### src/rtl/sclr_pkg.sv
package sclr_pkg;

  // ****************************************************************
  // dataway geometry
  // ****************************************************************
  localparam int unsigned DW_WIDTH     = 24;
  localparam int unsigned ADDR_WIDTH   = 20;
  localparam int unsigned WORD_WIDTH   = 12;
  localparam int unsigned CNT5_WIDTH   = 5;
  localparam int unsigned STEP_WIDTH   = 9;

  // ****************************************************************
  // function and subaddress codes
  // ****************************************************************
  localparam logic [4:0] FN_READ       = 5'h00;
  localparam logic [4:0] FN_IDENT      = 5'h06;
  localparam logic [4:0] FN_SETUP      = 5'h11;
  localparam logic [4:0] FN_STANDBY    = 5'h18;
  localparam logic [4:0] FN_ARM        = 5'h1a;
  localparam logic [3:0] SA_ZERO       = 4'h0;
  localparam logic [3:0] SA_MULT_MAX   = 4'h8;
  localparam logic [3:0] SA_MULT_ONE   = 4'h1;

  // ****************************************************************
  // timing and reset values
  // ****************************************************************
  localparam int unsigned CLK_PERIOD_NS = 10;
  localparam int unsigned LAMP_TIME_MS  = 100;
  localparam int unsigned LAMP_CYCLES   = LAMP_TIME_MS * 1000000 / CLK_PERIOD_NS;
  localparam logic [ADDR_WIDTH-1:0] ADDR_RESET = 20'h00000;
  localparam logic [STEP_WIDTH-1:0] STEP_RESET = 9'h001;

  // ****************************************************************
  // types
  // ****************************************************************
  typedef enum logic [1:0] {
    SCLR_STANDBY,
    SCLR_ARMED,
    SCLR_READBACK
  } sclr_mode_e;

  // one dataway cycle as seen by this station
  typedef struct packed {
    logic       strobe;
    logic       station;
    logic [4:0] func;
    logic [3:0] subaddr;
    logic [DW_WIDTH-1:0] wdata;
  } sclr_cmd_s;

  // answer of this station to a dataway cycle
  typedef struct packed {
    logic                valid;
    logic [DW_WIDTH-1:0] rdata;
    logic                q;
    logic                x;
  } sclr_rsp_s;

  typedef struct packed {
    logic                  addressed;
    logic                  responded;
    logic                  armed;
    logic                  readback;
    logic                  transfer;
    logic [CNT5_WIDTH-1:0] channels;
    logic [CNT5_WIDTH-1:0] memories;
  } sclr_lamp_s;

endpackage : sclr_pkg

### src/rtl/sclr_stretch.sv
`timescale 1ns/10ps
module sclr_stretch
  import sclr_pkg::*;
#(
  parameter int unsigned CYCLES = LAMP_CYCLES
) (
  input  wire logic ref_clk_i,
  input  wire logic reset_n_i,
  input  wire logic clk_en_i,
  input  wire logic trigger_i,
  output logic      lamp_o
);

  localparam int unsigned CW = $clog2(CYCLES + 1);

  logic [CW-1:0] count;
  logic [CW-1:0] next_count;

  // ****************************************************************
  // retriggerable down counter
  // ****************************************************************
  always_comb begin
    next_count = count;
    if (trigger_i) begin
      next_count = CW'(CYCLES); // RULE15
    end else if (count != '0) begin
      next_count = count - CW'(1);
    end
  end

  always_ff @(posedge ref_clk_i) begin
    if (!reset_n_i) begin
      count <= '0;
    end else if (clk_en_i) begin
      count <= next_count;
    end
  end

  assign lamp_o = (count != '0);

endmodule : sclr_stretch

### src/rtl/sclr_ident.sv
`timescale 1ns/10ps
// Summary of operation
// RULE1: identification read returns id code, Q=X=1
// RULE2: clear or initialize forces standby mode
// RULE3: station access flashes addressed lamp 100 ms
// RULE4: Q=1 answer flashes response lamp 100 ms
// RULE5: armed lamp lit exactly while armed
// RULE6: readback lamp lit exactly while readback
// RULE7: transfer lamp lit, stretched to 100 ms
// RULE8: five lamps show active channel count
// RULE9: five lamps show attached memory count
// RULE10: subaddress zero gives one-word sequential step
// RULE11: channel step is multiplier times channels
// RULE12: controller loads start address and stride
// RULE13: 0 one, 1-8 multiple, 9-15 as 1
// RULE14: data read returns 12 bits, steps address
// RULE15: stretchers are retriggerable clock counters
// RULE16: counts come from static configuration inputs
module sclr_ident
  import sclr_pkg::*;
#(
  parameter int unsigned         LAMP_CNT = LAMP_CYCLES,
  parameter logic [DW_WIDTH-1:0] ID_CODE  = 24'h000123 // arbitrary value
) (
  input  wire logic                   ref_clk_i,
  input  wire logic                   reset_n_i,
  input  wire logic                   clk_en_i,
  input  wire sclr_cmd_s              cmd_i,
  input  wire logic                   clear_i,
  input  wire logic                   init_i,
  input  wire logic [CNT5_WIDTH-1:0]  channels_i,
  input  wire logic [CNT5_WIDTH-1:0]  memories_i,
  input  wire logic [WORD_WIDTH-1:0]  mem_data_i,
  output sclr_rsp_s                   rsp_o,
  output logic [ADDR_WIDTH-1:0]       mem_addr_o,
  output sclr_lamp_s                  lamp_o
);

  // ****************************************************************
  // step decode
  // ****************************************************************
  function automatic logic [STEP_WIDTH-1:0] step_of(input logic [3:0]            sa,
                                                    input logic [CNT5_WIDTH-1:0] ch);
    logic [3:0] mult;
    mult = sa;
    if (sa > SA_MULT_MAX) begin
      mult = SA_MULT_ONE; // RULE13
    end
    if (sa == SA_ZERO) begin
      step_of = STEP_RESET; // RULE10
    end else begin
      step_of = STEP_WIDTH'(mult * ch); // RULE11
    end
  endfunction : step_of

  function automatic logic is_cmd(input sclr_cmd_s c, input logic [4:0] f,
                                  input logic [3:0] a);
    is_cmd = c.strobe && c.station && (c.func == f) && (c.subaddr == a);
  endfunction : is_cmd

  sclr_mode_e            mode;
  sclr_mode_e            next_mode;
  logic [ADDR_WIDTH-1:0] addr;
  logic [ADDR_WIDTH-1:0] next_addr;
  logic [STEP_WIDTH-1:0] step;
  logic [STEP_WIDTH-1:0] next_step;
  logic [3:0]            step_sa;
  logic [3:0]            next_step_sa;
  sclr_rsp_s             rsp;
  sclr_rsp_s             next_rsp;
  logic [CNT5_WIDTH-1:0] channels;
  logic [CNT5_WIDTH-1:0] memories;
  logic                  addr_trig;
  logic                  q_trig;
  logic                  xfer_trig;
  logic                  addr_lamp;
  logic                  q_lamp;
  logic                  xfer_lamp;
  logic                  mem_end;

  assign mem_end = ({1'b0, addr} >> 15) >= (ADDR_WIDTH + 1)'(memories);

  // ****************************************************************
  // command decode
  // ****************************************************************
  always_comb begin
    next_mode    = mode;
    next_addr    = addr;
    next_step_sa = step_sa;
    next_step    = step_of(step_sa, channels); // RULE16
    next_rsp     = '0;
    if (cmd_i.strobe && cmd_i.station) begin
      next_rsp.valid = 1'b1;
      next_rsp.x     = 1'b1;
      if (is_cmd(cmd_i, FN_IDENT, SA_ZERO)) begin
        next_rsp.rdata = ID_CODE; // RULE1
        next_rsp.q     = 1'b1;
      end else if (is_cmd(cmd_i, FN_STANDBY, SA_ZERO)) begin
        next_mode  = SCLR_STANDBY;
        next_rsp.q = 1'b1;
      end else if (is_cmd(cmd_i, FN_ARM, SA_ZERO)) begin
        next_mode  = SCLR_ARMED;
        next_rsp.q = 1'b1;
      end else if (cmd_i.func == FN_SETUP) begin
        next_mode    = SCLR_READBACK;
        next_addr    = cmd_i.wdata[ADDR_WIDTH-1:0];
        next_step_sa = cmd_i.subaddr;
        next_rsp.q   = 1'b1;
      end else if (is_cmd(cmd_i, FN_READ, SA_ZERO)) begin
        if (mode == SCLR_READBACK && !mem_end) begin
          next_rsp.rdata = {{(DW_WIDTH - WORD_WIDTH){1'b0}}, mem_data_i}; // RULE14
          next_rsp.q     = 1'b1;
          next_addr      = addr + ADDR_WIDTH'(step); // RULE14
        end
      end else begin
        next_rsp.x = 1'b0;
      end
    end
    if (clear_i || init_i) begin
      next_mode = SCLR_STANDBY; // RULE2
    end
  end

  always_ff @(posedge ref_clk_i) begin
    if (!reset_n_i) begin
      mode     <= SCLR_STANDBY;
      addr     <= ADDR_RESET;
      step     <= STEP_RESET;
      step_sa  <= SA_ZERO;
      rsp      <= '0;
      channels <= '0;
      memories <= '0;
    end else if (clk_en_i) begin
      mode     <= next_mode;
      addr     <= next_addr;
      step     <= next_step;
      step_sa  <= next_step_sa;
      rsp      <= next_rsp;
      channels <= channels_i; // RULE16
      memories <= memories_i; // RULE16
    end
  end

  // ****************************************************************
  // lamps
  // ****************************************************************
  assign addr_trig = cmd_i.strobe && cmd_i.station; // RULE3
  assign q_trig    = rsp.valid && rsp.q; // RULE4
  assign xfer_trig = next_rsp.q && is_cmd(cmd_i, FN_READ, SA_ZERO); // RULE7

  sclr_stretch #(.CYCLES(LAMP_CNT)) u_addr_lamp (
    .ref_clk_i (ref_clk_i),
    .reset_n_i (reset_n_i),
    .clk_en_i  (clk_en_i),
    .trigger_i (addr_trig),
    .lamp_o    (addr_lamp)
  );

  sclr_stretch #(.CYCLES(LAMP_CNT)) u_q_lamp (
    .ref_clk_i (ref_clk_i),
    .reset_n_i (reset_n_i),
    .clk_en_i  (clk_en_i),
    .trigger_i (q_trig),
    .lamp_o    (q_lamp)
  );

  sclr_stretch #(.CYCLES(LAMP_CNT)) u_xfer_lamp (
    .ref_clk_i (ref_clk_i),
    .reset_n_i (reset_n_i),
    .clk_en_i  (clk_en_i),
    .trigger_i (xfer_trig),
    .lamp_o    (xfer_lamp)
  );

  sclr_lamp_s lamp;
  sclr_lamp_s next_lamp;
  logic [ADDR_WIDTH-1:0] mem_addr;

  always_comb begin
    next_lamp.addressed = addr_lamp; // RULE3
    next_lamp.responded = q_lamp; // RULE4
    next_lamp.armed     = (next_mode == SCLR_ARMED); // RULE5
    next_lamp.readback  = (next_mode == SCLR_READBACK); // RULE6
    next_lamp.transfer  = xfer_lamp || xfer_trig; // RULE7
    next_lamp.channels  = channels; // RULE8
    next_lamp.memories  = memories; // RULE9
  end

  always_ff @(posedge ref_clk_i) begin
    if (!reset_n_i) begin
      lamp     <= '0;
      mem_addr <= ADDR_RESET;
    end else if (clk_en_i) begin
      lamp     <= next_lamp;
      mem_addr <= next_addr;
    end
  end

  assign lamp_o     = lamp;
  assign mem_addr_o = mem_addr;
  assign rsp_o      = rsp;

endmodule : sclr_ident

### config.mk
export PLATFORM = sky130hd
export DESIGN_NAME = sclr_ident
export DESIGN_NICKNAME = d
export VERILOG_FILES = /design/src/rtl/sclr_pkg.sv /design/src/rtl/sclr_stretch.sv /design/src/rtl/sclr_ident.sv
export SDC_FILE = /design/constraint.sdc
export NUM_CORES = 1
export LEC_CHECK = 0
export BUFFER_PORTS_ARGS = -buffer_cell sky130_fd_sc_hd__buf_2
export CORE_ASPECT_RATIO = 0.9
export CORE_MARGIN = 2
export CORE_UTILIZATION = 57
export DETAILED_ROUTE_END_ITERATION = 16
export PLACE_DENSITY = 0.8
export SLEW_MARGIN = 40
export SYNTH_ARGS = -nofsm -noshare
export SYNTH_HDL_FRONTEND = slang
export SYNTH_SLANG_ARGS = --single-unit
### constraint.sdc
create_clock -name ref_clk_i -period 4.7 [get_ports ref_clk_i]
set_input_delay 0.235 -clock ref_clk_i [delete_from_list [all_inputs] [get_ports ref_clk_i]]
set_output_delay 0.235 -clock ref_clk_i [all_outputs]
set_load 0.02 [all_outputs]
Word-level counts from Yosys, hierarchy flattened

Cells that the tools add are included.

Add/sub/neg operators: 4
Multipliers: 1
Magnitude comparators: 2
Eq/ne operators: 7
Multiplexer cells: 36
Bitwise operators: 3
Reduce and logical (&&, ||, !) cells: 31

Operators by type and width:

| cell                                                                   | count |
|---|---|
| 24-bit two-way mux                                                     | 6 |
| 20-bit two-way mux                                                     | 7 |
| 24-bit nonzero test                                                    | 3 |
| 24-bit by 1-bit subtractor with 24-bit output (second input constant)  | 3 |
| 12-bit two-way mux                                                     | 3 |
| 27-bit two-way mux                                                     | 1 |
| 13-bit two-way mux                                                     | 2 |
| 25-bit two-way mux                                                     | 1 |
| 20-bit by 9-bit adder with 20-bit output                               | 1 |
| 5-bit equality test (second input constant)                            | 3 |
| 1-bit logical AND                                                      | 12 |
| 2-bit two-way mux                                                      | 6 |
| 2-bit nonzero test                                                     | 5 |
| 4-bit by 5-bit multiplier with 9-bit output                            | 1 |
| 9-bit two-way mux                                                      | 1 |
| 4-bit logical NOT                                                      | 2 |
| 1-bit two-way mux                                                      | 8 |
| 7-bit AND reduction                                                    | 1 |
| 2-bit AND reduction                                                    | 3 |
| 6-bit AND reduction                                                    | 1 |
| 5-bit by 3-bit equality test with 1-bit output (second input constant) | 1 |
| 5-bit >= comparator                                                    | 1 |
| 5-bit logical NOT                                                      | 1 |
| 2-bit equality test (second input constant)                            | 2 |
| 6 further kinds                                                        | 9 |

Bits in registers: 159
Input bits: 62
Output and inout bits: 62
Word-level logic and storage cells: 104

Logic depth before layout (Yosys ltp)

Depth in word-level cells: 13
Depth in mapped cells: 14
Depth with buffers taken out: 14

Modules after synthesis

Synthesis repeated with hierarchy kept, for this count alone.

Cell total of the unflattened synthesis: 989
Area, all modules: 8338.0 µm²

Modules (own cells, without submodules):

| module       | times used | cells each | area each (µm²) | sequential area each (µm²) |
|---|---|---|---|---|
| sclr_ident   | 1          | 551        | 4554.4          | 1501.4 |
| sclr_stretch | 3          | 146        | 1261.2          | 480.5 |

Worst setup path before layout

Ideal clock, no wire load.

Path type: register to register
Start point: reg step_sa[0]
End point: reg step[8]
Setup time: 0.101 ns
Arrival: 3.466 ns
Required time: 4.599 ns
Path slack: 1.133 ns
Stages on the path, launching flop included: 15
Buffers on the path: 0
Period minus slack after synthesis: 3.567 ns
Cells stage by stage: dfxtp_1 -> or3_1 -> nor2_1 -> nand2_1 -> fa_1 -> inv_1 -> fa_1 -> inv_1 -> fa_1 -> nor2b_1 -> o21ai_0 -> a21oi_1 -> o21ai_0 -> and3_1 -> o41ai_1

Word-level cells in the longest chain between the ends: 4
Elaborated cells on any way between the ends: 5
Those cells by class: mul: 1; order compare: 1; mux: 2; reduce/logical: 1

Ends and longest elaborated chain:

| item                                        | RTL line          | RTL |
|---|---|---|
| from (decl)                                 | sclr_ident.sv:67  | `logic [3:0] step_sa;` |
| from (signal assigned)                      | sclr_ident.sv:137 | `step_sa <= next_step_sa;` |
| 4-bit > comparator                          | sclr_ident.sv:46  | `if (sa > SA_MULT_MAX) begin` |
| 4-bit two-way mux                           | sclr_ident.sv:46  |  |
| 4-bit by 5-bit multiplier with 9-bit output | sclr_ident.sv:52  | `step_of = STEP_WIDTH'(mult * ch);` |
| 9-bit two-way mux *                         | sclr_ident.sv:49  | `if (sa == SA_ZERO) begin` |
| to (signal assigned)                        | sclr_ident.sv:136 | `step <= next_step;` |
| to (decl)                                   | sclr_ident.sv:65  | `logic [STEP_WIDTH-1:0] step;` |

Every way passes the cells marked *; elsewhere a longest branch is shown, timed or not.
A chain may end at the register's enable or synchronous reset.

Worst setup path in the final report

Ends and elaborated chain as after synthesis.

==> run summary <==
The final number of max-transition violations was 0; the insertion delay of the later-clocked pin in the worst-skew pair was 0.43 ns. The number of H-tree branching levels came out at 4. The run gives 19,500 um as the aggregate routed wire length. The run finished with clean final reports.

The detailed-routing iteration count for the pre-antenna-repair pass is 5. The logs give 124 for the number of top-level pins and 0.359 mV for the maximum VDD drop. The tools report the worst-case clock buffer depth as 2. Synthesis produced a netlist whose cell count is 941.

The remaining global-route overflow came out at 0. Timing would allow up to 253 MHz. The run gives 0 as the count of endpoints failing hold in the final timing report. Among the stages of the critical path, the cell type that occurs most often is sky130_fd_sc_hd__fa_1. Of all flip-flops after synthesis, the portion carrying an async set or reset was 0%.

The leakage dissipation was 3.91 nW. The time the final worst path needs with I/O delays and setup works out to 3.95 ns. Each instance of the synthesized netlist takes up on average 8.54 um^2. For the first-pass GRT wire length, the log shows 31,600 um. The tools report the post-CTS setup buffer count as 0.

The final layout contains 1,130 nets. At the worst endpoint, the required time is 5.03 ns. The number of nets with antenna violations after detailed routing is 0. The start point of the worst hold path was cmd_i[12]. The worst setup path is captured at a flip-flop. The run gives 0.935 as the placer's final routability congestion estimate. Entering global routing, the biggest net connects 49 pins. By count the netlist is led by sky130_fd_sc_hd__dfxtp_1, sky130_fd_sc_hd__nor2_1, sky130_fd_sc_hd__nand2_1, sky130_fd_sc_hd__a21oi_1. After legalization and detailed placement, the total HPWL measured 13,500 um. For this block, the via count after detailed routing is 7,256. In this run the power density over the cells is 530 nW/um^2. After floorplanning, the core was sized to cover 13,900 um^2.

After synthesis, the netlist uses 80 different library cells. The tools report the setup clock skew after layout as 0.00704 ns. The biggest cell delay along the critical path was 0.55 ns; the post-detailed-route wirelength per cell was 15.7 um. The die is 117 um tall. Setup repair after global routing left no endpoint under its margin.

In this run, the number of DRC markers left after iteration 0 of detailed routing was 610. The path type of the worst setup path is reg -> reg. The fraction of post-synthesis cell area in the top cell type by area was 36.6%. The portion of the post-synthesis area used by sequential elements came out at 36.6%. The path class of the tightest hold or removal check is in -> reg.

The clock slew at the register clock pins of the worst setup and hold paths came out at 0.06 ns. For the worst setup path, the data arrival time is 4.29 ns. The tools report the worst setup path startpoint as step_sa[0]$_SDFFE_PN0P_. The tools report the worst slew slack as a fraction of its limit as 49.5%. For the initial antenna violation count, the log shows 0. Buffers inserted to repair hold after CTS numbered 0.

The area growth from synthesis to layout was 15.4%. The root buffer cell is sky130_fd_sc_hd__clkbuf_16. Post-detailed-route via-to-cell ratio: 5.87.

The launching element type of the critical path is a flip-flop. At the pin with the least slew margin, the transition time is 0.757 ns. The tools report the mapped cell area as 8030 um^2. Setup violations remaining at the end of the flow were counted as 0. The max-cap violation count came out at 0.

The logs give 0 for the number of resized instances in the post-cts repair step and 6,668 for the via count of the first global-routing pass. The number of buffers inserted during clock tree synthesis came out at 17. Adding up every negative setup slack in the final design gives 0 ns. In this run the critical register-to-register path is launched from step_sa[0]$_SDFFE_PN0P_. Yosys instantiated no cell more often than sky130_fd_sc_hd__dfxtp_1. The biggest area contributor in the post-synthesis netlist is sky130_fd_sc_hd__dfxtp_1.

For the number of diodes added for antenna fixing, the log shows 0. The count of buffers from port buffering was 107; the register bit total from synthesis was 147. The slowest stage cell on the critical path is sky130_fd_sc_hd__fa_1. The run gives 0 as the total of warnings raised by yosys. In the routed design, unresolved DRC markers number 0. Dividing the final minimum period by the clock period gives 84.1%. For this design, the sink count on the clock tree is 147. TritonCTS built the clock tree.

For the combined global-route utilization of all metal layers, the log shows 26.3%. Hold slack: 0.0375 ns. For the effective utilization at floorplan, the log shows 57.8%. The signal on the critical path passes through or3_1, nor2_1, nand2_1, fa_1, inv_1, fa_1, inv_1, fa_1, nor2b_1, o21ai_0, a21oi_1, o21ai_0, and3_1, o41ai_1. The die span in x was 129 um. The floorplan die area was 15,100 um^2.

The most used flip-flop cell after synthesis is sky130_fd_sc_hd__dfxtp_1. The synthesized design contains 0 enable-type register cells. Ranked by total cell area, the synthesized netlist is headed by sky130_fd_sc_hd__dfxtp_1, sky130_fd_sc_hd__nor2_1, sky130_fd_sc_hd__ha_1, sky130_fd_sc_hd__mux2i_1, sky130_fd_sc_hd__a21oi_1.

In this run the worst path has a maximum fanout of 5. The standard-cell row count is 41, and the fraction of final layout cells sized beyond drive strength 1 is 17.5%.
[path summary, 6_finish.rpt]
kind	slack (ns)	to	cells after the start
worst max register to register	0.75	step[8]$_SDFFE_PN0P_	14
worst max-delay path	0.75	step[8]$_SDFFE_PN0P_	14
worst min-delay path	0.04	mem_addr_o[12]$_SDFFE_PN0P_	3
worst min register to register	0.46	rsp_o[3]$_SDFFE_PN0P_	2
[per-layer routing]
layer / vias to the layer above / global-route usage [%] / wire [um]
li1: 3566 / - / -
met2: 245 / 42.5 / 8870
met5: - / 0 / 0
met4: 0 / 10.9 / 418
met1: 3407 / 34.4 / 9020
met3: 38 / 5.63 / 1150
[registers in the layout (all words and copies together) (netlist names)]
| register | count |
|---|---|
| mode | 2 |
| u_q_lamp.count | 24 |
| u_addr_lamp.count | 24 |
| u_xfer_lamp.count | 24 |
| lamp_o | 15 |
| rsp_o | 15 |
| step | 9 |
| memories | 5 |
| step_sa | 4 |
| mem_addr_o | 20 |
| channels | 5 |
[final cells by class]
class / count / area [um^2]
sequential: 147 / 2940
inverter: 36 / 135
tap: 193 / 241
clock inverter: 12 / 155
timing repair buffer: 115 / 596
multi-input combinational: 714 / 4740
fill: 1120 / 4630
clock buffer: 20 / 457
[worst max-delay path: cells and delay by family (launching register included)]
| kind | cells | cell delay, ns |
|---|---|---|
| buf+inv | 2 | 0.12 |
| compound gates | 4 | 0.75 |
| flops | 1 | 0.33 |
| simple gates | 5 | 1.11 |
| fa+ha+maj | 3 | 1.56 |
[cells by family (layout without fill, tap and decap cells)]
family | Yosys count | count (layout) | synth area share (%)
simple gates | 377 | 377 | 24.8
xor+xnor | 50 | 50 | 5.45
compound gates | 206 | 206 | 17.5
mux | 32 | 32 | 3.99
fa+ha+maj | 37 | 37 | 6.42
flops | 147 | 147 | 36.6
other cells | 1 | 12 | 0.0467
buf+inv | 91 | 183 | 5.14
[report_power, final]
part	switching (mW)	leakage, nW	internal, mW
Sequential	0.225	1.20	1.47
Combinational	1.03	2.42	0.777
Clock	0.550	0.296	0.863
[metrics by stage]
stage	setup slack (ns)	area (um^2)	std cells	utilization, %	power (mW)
floorplan	1.13	8070	952	-	3.14
global placement	0.906	8640	1205	62.1	3.41
detailed placement	0.866	8640	1205	62.2	3.46
CTS	0.777	9250	1237	66.6	4.88
global route	0.492	9270	1237	66.7	5.21
finish	0.745	9270	1237	66.7	4.91
[cells in the final DEF, fill, tap and decap left out, types with 17 or more instances in the layout]
cell type                     n
sky130_fd_sc_hd__nand3_1     22
sky130_fd_sc_hd__xnor2_1     35
sky130_fd_sc_hd__or4_1       21
sky130_fd_sc_hd__mux2i_1     32
sky130_fd_sc_hd__nand2_1     68
sky130_fd_sc_hd__and2_1      18
sky130_fd_sc_hd__ha_1        30
sky130_fd_sc_hd__nor3_1      24
sky130_fd_sc_hd__nor4_1      19
sky130_fd_sc_hd__clkbuf_16   17
sky130_fd_sc_hd__inv_1       34
sky130_fd_sc_hd__buf_2      107
sky130_fd_sc_hd__o21ai_0     27
sky130_fd_sc_hd__a21oi_1     62
sky130_fd_sc_hd__nor2_1     118
sky130_fd_sc_hd__or3_1       21
sky130_fd_sc_hd__dfxtp_1    147
Power figures use the tool's default switching activity.
